<file path="src/hw/bkb_pkg.sv">
// Package: register map, field positions and bus-cycle types for the break unit
package bkb_pkg;
  // Register word indices (byte address = 4 * index)
  localparam logic [3:0] IDX_ADDR_A_HI  = 4'h0;
  localparam logic [3:0] IDX_ADDR_A_LO  = 4'h1;
  localparam logic [3:0] IDX_AMSK_A_HI  = 4'h2;
  localparam logic [3:0] IDX_AMSK_A_LO  = 4'h3;
  localparam logic [3:0] IDX_CYC_A      = 4'h4;
  localparam logic [3:0] IDX_ADDR_B_HI  = 4'h5;
  localparam logic [3:0] IDX_ADDR_B_LO  = 4'h6;
  localparam logic [3:0] IDX_AMSK_B_HI  = 4'h7;
  localparam logic [3:0] IDX_AMSK_B_LO  = 4'h8;
  localparam logic [3:0] IDX_CYC_B      = 4'h9;
  localparam logic [3:0] IDX_DATA_B_HI  = 4'ha;
  localparam logic [3:0] IDX_DATA_B_LO  = 4'hb;
  localparam logic [3:0] IDX_DMSK_B_HI  = 4'hc;
  localparam logic [3:0] IDX_DMSK_B_LO  = 4'hd;
  localparam logic [3:0] IDX_CTRL       = 4'he;
  localparam int         NUM_REGS       = 15;

  localparam logic [15:0] RST_VAL       = 16'h0000;
  // Writable bits of the break control register
  localparam logic [15:0] CTRL_WMASK    = 16'hf4dc;

  // Break control bit positions
  localparam int CTL_CORE_A   = 15;
  localparam int CTL_PERI_A   = 14;
  localparam int CTL_EXT_EN   = 13;
  localparam int CTL_LAYOUT   = 12;
  localparam int CTL_TIME_A   = 10;
  localparam int CTL_CORE_B   = 7;
  localparam int CTL_PERI_B   = 6;
  localparam int CTL_SEQ      = 4;
  localparam int CTL_DATA_EN  = 3;
  localparam int CTL_TIME_B   = 2;

  // Cycle-select field positions (low bit of each 2-bit pair)
  localparam int CS_MASTER = 6;
  localparam int CS_FETCH  = 4;
  localparam int CS_DIR    = 2;
  localparam int CS_SIZE   = 0;

  // Operand size codes
  localparam logic [1:0] SZ_ANY  = 2'h0;
  localparam logic [1:0] SZ_BYTE = 2'h1;
  localparam logic [1:0] SZ_WORD = 2'h2;
  localparam logic [1:0] SZ_LONG = 2'h3;

  // Bus master codes
  typedef enum logic [1:0] {
    MST_CORE = 2'b00,
    MST_DMA  = 2'b01,
    MST_EXT  = 2'b10
  } bkb_master_e;

  // One observed bus cycle
  typedef struct packed {
    logic        valid;   // Cycle completes this clock
    bkb_master_e master;  // Who drives it
    logic        fetch;   // Instruction fetch, else data
    logic        write;   // Write, else read
    logic [1:0]  size;    // Byte, word or long access size
    logic [31:0] addr;    // Address bus
    logic [31:0] data;    // Data bus
  } bkb_cycle_s;
endpackage : bkb_pkg

</file>
<file path="src/hw/bkb_break_unit.sv">
// Breakpoint unit: two-channel bus-cycle comparator with Avalon-MM registers
// Behaviour
// - Size is word for fetch, else access
// - Size code three matches longword only
// - Channel B data compare, two halves, reset zero
// - Data mask bit one excludes that bit
// - External master cycles never compare data
// - Channel A core flag bit 15, sticky
// - Channel A peripheral flag bit 14
// - Channel B flags bits 7 and 6
// - Bit 13 enables external master monitoring
// - External monitoring works in every config
// - Bit 12 selects comparator layout
// - Bit 10 channel A before/after fetch break
// - Bit 4 sequential A then B
// - Bit 3 gates channel B data compare
// - Reserved control bits read zero
// - Reset clears break control register
// - Channel B address/cycle layout equals A
// - Size codes any, byte, word, long
// - Data enable zero excludes, one includes
// - Bit 2 channel B before/after fetch break
// - Match raises break request and sets flags; in sequence mode an A match only arms for B
//
// The register offsets and the Avalon-MM slave port were left to the implementer.
`timescale 1ns/1ps
module bkb_break_unit (
  input  wire logic              sys_clk,         // 25 MHz system clock
  input  wire logic              rst_n,           // Sync reset, active low
  input  wire logic [5:0]        avs_address,     // Byte address
  input  wire logic              avs_read,        // Read request
  input  wire logic              avs_write,       // Write request
  input  wire logic [31:0]       avs_writedata,   // Write data
  input  wire logic [3:0]        avs_byteenable,  // Byte lanes
  output logic      [31:0]       avs_readdata,    // Read data
  output logic                   avs_waitrequest, // Stall
  input  wire bkb_pkg::bkb_cycle_s busCycle,      // Observed bus cycle
  output logic                   breakReq,        // Break request pulse
  output logic                   breakAfterExec,  // Request is post-exec
  output logic                   layoutNative     // Extended layout on
);
  logic [15:0] regs_q [bkb_pkg::NUM_REGS];
  logic [15:0] regs_d [bkb_pkg::NUM_REGS];
  logic        seqArmed_q;
  logic        ack_q;
  logic        breakReq_q;
  logic        afterExec_q;
  logic [31:0] readData_q;
  logic [3:0]  idx;
  logic        mapped;
  logic        hitA;
  logic        hitB;
  logic        peripheral;
  logic        extOk;
  logic        fireB;
  logic [15:0] ctrl;
  logic        waitReq_q;
  logic [3:0]  flagBits;
  logic        ctrlWrite;

  // Size as seen by the comparator; fetches count as word
  function automatic logic [1:0] effSize(input bkb_pkg::bkb_cycle_s c);
    effSize = c.fetch ? bkb_pkg::SZ_WORD : c.size;
  endfunction : effSize

  // Pair-select test: bit0 = first choice, bit1 = second choice
  function automatic logic pairOk(input logic [1:0] sel, input logic second);
    pairOk = second ? sel[1] : sel[0];
  endfunction : pairOk

  // Address compare honouring access size alignment and mask
  function automatic logic addrOk(input logic [31:0] ref_v,
                                  input logic [31:0] msk,
                                  input logic [31:0] a,
                                  input logic [1:0]  sz);
    logic [31:0] ign;
    ign = msk;
    if (sz == bkb_pkg::SZ_LONG)
      ign[1:0] = 2'h3;
    else if (sz == bkb_pkg::SZ_WORD)
      ign[0] = 1'b1;
    addrOk = ((ref_v ^ a) & ~ign) == 32'h0000_0000;
  endfunction : addrOk

  // Whole-channel match; same field layout for both channels
  function automatic logic chanHit(input logic [31:0] ref_v,
                                   input logic [31:0] msk,
                                   input logic [7:0]  cs,
                                   input bkb_pkg::bkb_cycle_s c,
                                   input logic periph,
                                   input logic extAllowed);
    logic [1:0] szSel;
    logic       szOk;
    logic       ext;
    ext   = (c.master == bkb_pkg::MST_EXT);
    szSel = cs[bkb_pkg::CS_SIZE +: 2];
    unique case (szSel)
      bkb_pkg::SZ_ANY:  szOk = 1'b1;
      bkb_pkg::SZ_BYTE: szOk = effSize(c) == bkb_pkg::SZ_BYTE;
      bkb_pkg::SZ_WORD: szOk = effSize(c) == bkb_pkg::SZ_WORD;
      bkb_pkg::SZ_LONG: szOk = effSize(c) == bkb_pkg::SZ_LONG;
    endcase
    if (ext)
      szOk = 1'b1; // External cycles carry no size
    chanHit = c.valid && (!ext || extAllowed)
      && pairOk(cs[bkb_pkg::CS_MASTER +: 2], periph)
      && pairOk(cs[bkb_pkg::CS_FETCH +: 2], !c.fetch || ext)
      && pairOk(cs[bkb_pkg::CS_DIR +: 2], c.write)
      && szOk
      && addrOk(ref_v, msk, c.addr, ext ? bkb_pkg::SZ_BYTE : effSize(c));
  endfunction : chanHit

  assign ctrl = regs_q[bkb_pkg::IDX_CTRL];
  assign idx = avs_address[5:2];
  assign mapped = (idx < 4'(bkb_pkg::NUM_REGS));
  assign peripheral = (busCycle.master != bkb_pkg::MST_CORE);
  // Monitoring does not depend on master/slave strap
  assign extOk = ctrl[bkb_pkg::CTL_EXT_EN];

  // Channel comparisons
  always_comb
  begin
    logic [31:0] dmask;
    logic        dataOk;
    dmask = {regs_q[bkb_pkg::IDX_DMSK_B_HI], regs_q[bkb_pkg::IDX_DMSK_B_LO]};
    dataOk = 1'b0;
    hitA = chanHit({regs_q[bkb_pkg::IDX_ADDR_A_HI],
                    regs_q[bkb_pkg::IDX_ADDR_A_LO]},
                   {regs_q[bkb_pkg::IDX_AMSK_A_HI],
                    regs_q[bkb_pkg::IDX_AMSK_A_LO]},
                   regs_q[bkb_pkg::IDX_CYC_A][7:0], busCycle,
                   peripheral, extOk);
    // Byte and word sizes compare only the low half
    if (effSize(busCycle) != bkb_pkg::SZ_LONG)
      dmask[31:16] = 16'hffff;
    dataOk = ((busCycle.data ^ {regs_q[bkb_pkg::IDX_DATA_B_HI],
               regs_q[bkb_pkg::IDX_DATA_B_LO]}) & ~dmask) == 32'h0000_0000;
    if (!ctrl[bkb_pkg::CTL_DATA_EN] || busCycle.fetch)
      dataOk = 1'b1;
    if (ctrl[bkb_pkg::CTL_DATA_EN] && busCycle.master == bkb_pkg::MST_EXT)
      dataOk = 1'b0;
    hitB = dataOk && chanHit({regs_q[bkb_pkg::IDX_ADDR_B_HI],
                              regs_q[bkb_pkg::IDX_ADDR_B_LO]},
                             {regs_q[bkb_pkg::IDX_AMSK_B_HI],
                              regs_q[bkb_pkg::IDX_AMSK_B_LO]},
                             regs_q[bkb_pkg::IDX_CYC_B][7:0], busCycle,
                             peripheral, extOk);
  end

  // In sequence mode B counts only after an earlier A
  assign fireB = hitB && (!ctrl[bkb_pkg::CTL_SEQ] || seqArmed_q);

  // Register next values: bus write, then sticky flags win
  always_comb
  begin
    for (int i = 0; i < bkb_pkg::NUM_REGS; i++)
      regs_d[i] = regs_q[i];
    if (avs_write && ack_q && mapped)
    begin
      if (avs_byteenable[0])
        regs_d[idx][7:0] = avs_writedata[7:0];
      if (avs_byteenable[1])
        regs_d[idx][15:8] = avs_writedata[15:8];
    end
    // Reserved bits stay zero
    regs_d[bkb_pkg::IDX_CTRL] = regs_d[bkb_pkg::IDX_CTRL]
                               & bkb_pkg::CTRL_WMASK;
    regs_d[bkb_pkg::IDX_CYC_A][15:8] = 8'h00;
    regs_d[bkb_pkg::IDX_CYC_B][15:8] = 8'h00;
    // Set beats a same-cycle clear; hardware never clears
    if (hitA && !ctrl[bkb_pkg::CTL_SEQ])
    begin
      if (peripheral)
        regs_d[bkb_pkg::IDX_CTRL][bkb_pkg::CTL_PERI_A] = 1'b1;
      else
        regs_d[bkb_pkg::IDX_CTRL][bkb_pkg::CTL_CORE_A] = 1'b1;
    end
    if (fireB)
    begin
      if (peripheral)
        regs_d[bkb_pkg::IDX_CTRL][bkb_pkg::CTL_PERI_B] = 1'b1;
      else
        regs_d[bkb_pkg::IDX_CTRL][bkb_pkg::CTL_CORE_B] = 1'b1;
    end
  end

  // Register storage
  always_ff @(posedge sys_clk)
  begin
    for (int i = 0; i < bkb_pkg::NUM_REGS; i++)
      regs_q[i] <= rst_n ? regs_d[i] : bkb_pkg::RST_VAL;
  end

  // Sequence arm: A seen, waiting for B
  always_ff @(posedge sys_clk)
  begin
    if (!rst_n || !ctrl[bkb_pkg::CTL_SEQ])
      seqArmed_q <= 1'b0;
    else if (fireB)
      seqArmed_q <= 1'b0;
    else if (hitA)
      seqArmed_q <= 1'b1;
  end

  // Break request and its timing
  always_ff @(posedge sys_clk)
  begin
    if (!rst_n)
    begin
      breakReq_q  <= 1'b0;
      afterExec_q <= 1'b0;
    end
    else
    begin
      breakReq_q <= fireB || (hitA && !ctrl[bkb_pkg::CTL_SEQ]);
      if (fireB)
        afterExec_q <= busCycle.fetch && ctrl[bkb_pkg::CTL_TIME_B];
      else
        afterExec_q <= busCycle.fetch && ctrl[bkb_pkg::CTL_TIME_A];
    end
  end

  // Avalon slave: one wait state, answer on second edge
  always_ff @(posedge sys_clk)
  begin
    if (!rst_n)
    begin
      ack_q     <= 1'b0;
      waitReq_q <= 1'b1;
    end
    else
    begin
      ack_q     <= (avs_read || avs_write) && !ack_q;
      // Stall pin has its own flop so no gate sits on the output
      waitReq_q <= !((avs_read || avs_write) && !ack_q);
    end
  end

  // Read data; unmapped reads return zero
  always_ff @(posedge sys_clk)
  begin
    if (!rst_n)
      readData_q <= 32'h0000_0000;
    else if (avs_read && !ack_q)
      readData_q <= mapped ? {16'h0000, regs_q[idx]} : 32'h0000_0000;
  end

  assign avs_readdata    = readData_q;
  assign avs_waitrequest = waitReq_q;
  assign breakReq        = breakReq_q;
  assign breakAfterExec  = afterExec_q;
  assign layoutNative    = ctrl[bkb_pkg::CTL_LAYOUT];

  // Match flags and the bus write that alone may clear them
  assign flagBits  = {ctrl[bkb_pkg::CTL_CORE_A], ctrl[bkb_pkg::CTL_PERI_A],
                      ctrl[bkb_pkg::CTL_CORE_B], ctrl[bkb_pkg::CTL_PERI_B]};
  assign ctrlWrite = avs_write && ack_q && (idx == bkb_pkg::IDX_CTRL);
endmodule : bkb_break_unit

</file>
<file path="config.mk">
export PLATFORM = sky130hd
export DESIGN_NAME = bkb_break_unit
export DESIGN_NICKNAME = d
export VERILOG_FILES = /design/src/hw/bkb_pkg.sv /design/src/hw/bkb_break_unit.sv
export SDC_FILE = /design/constraint.sdc
export NUM_CORES = 1
export LEC_CHECK = 0
export BUFFER_PORTS_ARGS = -buffer_cell sky130_fd_sc_hd__clkbuf_2
export CORE_MARGIN = 2
export CORE_UTILIZATION = 52
export CTS_CLUSTER_SIZE = 10
export DETAILED_ROUTE_END_ITERATION = 8
export PLACE_DENSITY = 0.83
export SLEW_MARGIN = 20
export SYNTH_ARGS = -nofsm -noshare
export SYNTH_HDL_FRONTEND = slang
export SYNTH_SLANG_ARGS = --single-unit
</file>
<file path="constraint.sdc">
create_clock -name sys_clk -period 2.7 [get_ports sys_clk]
set_input_delay 0 -clock sys_clk [delete_from_list [all_inputs] [get_ports sys_clk]]
set_output_delay 0 -clock sys_clk [all_outputs]
set_load 0.005 [all_outputs]
</file>
==> flow_summary.yaml <==
drt:
  first_pass_iters: 6
  wl_per_cell_um: 23.0
  routed_wl_um: 40400
  antenna_left: 0
  drc: 0
  vias_per_cell: 6.23
  vias: 10900
  drtIter0Drc: 1390
global_routing:
  grt_util_all_layers_pct: 30.8
  grt_max_degree: 85
  antenna_found_initial: 1
  grt_pass1_vias: 10400
  grt_first_pass_wirelength_um: 61500
  grt_remaining_overflow: 0
sta:
  tightest_slew_ns: 0.914
  skew_ns: 0.0246
  finalSetupViolCount: 0
  hold_viol: 0
  slew_violations: 0
  fin_crit_ns: 2.46
  post-route-period-util_pct: 91.1
  relSlewSlack_pct: 38.9
  rsz0062_at_grt: "no"
  setup_tns_ns: 0
  fmax_mhz: 407
place:
  dp_hpwl_um: 29300
  dp_cells: 1702
  io_buffers: 116
  place.gp.congestion: 0.963
pwr:
  ir_drop_mv: 0.501
  intPower_uw: 5660
  switching_power_uw: 1870
  seqPwrFrac_pct: 47.2
  power_leakage_uw: 0.00500
  swShare_pct: 24.8
  clockPowerShare_pct: 43.5
  combinationalPowerShare_pct: 9.4
  cellPowerDensity_nw_per_um2: 519
clocking:
  htreeDepth: 1
  post_cts_buffers: 0
  cts_tree: "yes"
  clk_pin_slew_ns: 0.06
  clk-insertion-delay-late_ns: 0.56
  cts_buffers: 28
  cts.sinks: 239
  cts_root_buf: "clkbuf_16"
  clk_path_buf_depth: 3
die:
  die_height_um: 160
  coreArea_um2: 24100
  die_area_um2: 25700
  row_count: 57
  initial_core_util_pct: 52.6
  ioPinCount: 153
  dieWidth_um: 160
worst_setup_path:
  critical_path_required_ns: 3.18
  arrival_ns: 2.94
  start_kind: "register"
  cp_max_fo: 3
  endpoint_kind: "register"
  worstRegToRegCells: 7
  crit_type: "register to register"
flow_run:
  maxCapViolations: 0
layout:
  drive_above_1_share_pct: 17.6
  final_nets: 1546
  fin_cells: 1756
  syn2layout_area_growth_pct: 14.5
  diodes: 0
  final_core_util_pct: 60.3
synthesis:
  yosys.area.top_type: "dfxtp_1"
  synth_common_cells: "239 x dfxtp_1, 171 x nor2b_1, 169 x mux2i_1, 119 x nand2_1, 96 x xnor2_1"
  synth_flop_cell: "dfxtp_1"
  synth_area_leaders: "dfxtp_1 38%, mux2i_1 13%, nor2b_1 8.4%"
  ys_seq_elements: 239
  synth_top_cell_area_share_pct: 37.7
  synth_area_per_cell_um2: 9.66
  netlist_area_um2: 12700
  synth_edf_count: 0
  yosysMostFrequentCell: "dfxtp_1"
  yosysSeqAreaShare_pct: 37.7
  netlist_instances: 1314
  yosysUniqueCellTypes: 58
  ys_warn_count: 0
  synth-async-reset-ratio_pct: 0
worst_hold_path:
  worstHoldPathCells: 2
  hold_path.class: "input pin to register"
outcome:
  outcome: "finished clean"
path summary, 6_finish.rpt:
kind	startpoint	end	slack (ns)
worst min register to register	avs_readdata[15]	avs_readdata[15]	0.49
worst max register to register	register	regs_q[14][14]	0.24
worst max-delay path	register	regs_q[14][14]	0.24
worst min-delay path	rst_n	register	0.05
cell usage in the layout (no fill, tap or decap), types with 13 or more instances in the layout:
| master | synthesis | routed |
|---|---|---|
| xnor2_1 | 96 | 96 |
| clkbuf_2 | 0 | 114 |
| nand3_1 | 69 | 69 |
| clkbuf_16 | 0 | 28 |
| a22oi_1 | 24 | 24 |
| conb_1 | 1 | 16 |
| o22ai_1 | 42 | 42 |
| nor4_1 | 13 | 13 |
| buf_4 | 22 | 34 |
| nor2b_1 | 171 | 171 |
| nor2_1 | 25 | 24 |
| a21boi_0 | 69 | 69 |
| dfxtp_1 | 239 | 239 |
| mux4_2 | 36 | 36 |
| nand2_1 | 119 | 119 |
| mux2i_1 | 169 | 169 |
| o21ai_0 | 15 | 15 |
| dlygate4sd3_1 | 0 | 21 |
cell type report:
cell class | count | area, um2
Fill cell | 2040 | 9580
Multi-Input combinational cell | 982 | 7450
Sequential cell | 239 | 4780
Timing Repair Buffer | 174 | 1140
Clock buffer | 31 | 712
Tap cell | 324 | 405
Clock inverter | 2 | 25.0
Inverter | 4 | 15.0
layer usage:
| layer | track usage [%] | part of all wire, % |
|---|---|---|
| met1 | 41.9 | 40 |
| met2 | 48.3 | 44 |
| met3 | 5.87 | 11 |
| met4 | 12.9 | 4.6 |
| met5 | 0 | 0.025 |
through the flow:
stage / setup slack [ns] / hold WS, ns / total power (uW) / instance area (um2)
CTS: 0.300 / 0.0485 / 7520 / 14500
detailed placement: 0.343 / 0.249 / 4290 / 13600
floorplan: 0.841 / 0.139 / 4040 / 12700
global route: 0.0654 / 0.0825 / 7710 / 14500
global placement: 0.361 / 0.244 / 4280 / 13600
finish: 0.242 / 0.0524 / 7540 / 14500
worst max-delay path, cell delays in order (launching register included):
cell and delay [ns]:
dfxtp_1 0.38, xnor2_1 0.14, o22ai_1 0.15, nor4_1 0.52
nand3_1 0.24, a2111oi_4 0.41, or3b_1 0.39, a21boi_1 0.14
logic make-up after synthesis:
| family | after synthesis | synth area share, % |
|---|---|---|
| compound gates | 209 | 12.0 |
| mux | 213 | 20.4 |
| buf+inv | 108 | 4.05 |
| flops | 239 | 37.7 |
| other cells | 1 | 0.0296 |
| simple gates | 448 | 19.1 |
| xor+xnor | 96 | 6.63 |
repair_timing:
item | 4_1_cts | 5_1_grt
resized for setup | 0 | 0
endpoints found under the hold margin | 122 | 0
hold buffers | 21 | 0
power by group through the flow:
stage | clock network, uW | logic, uW | registers, uW
2_1_floorplan | 0 | 414 | 3630
3_3_place_gp | 0 | 656 | 3630
3_5_place_dp | 0 | 661 | 3630
4_1_cts | 3270 | 689 | 3550
5_1_grt | 3420 | 739 | 3550
6_report | 3280 | 706 | 3550
Note: power is estimated with default switching activity, not from simulation.
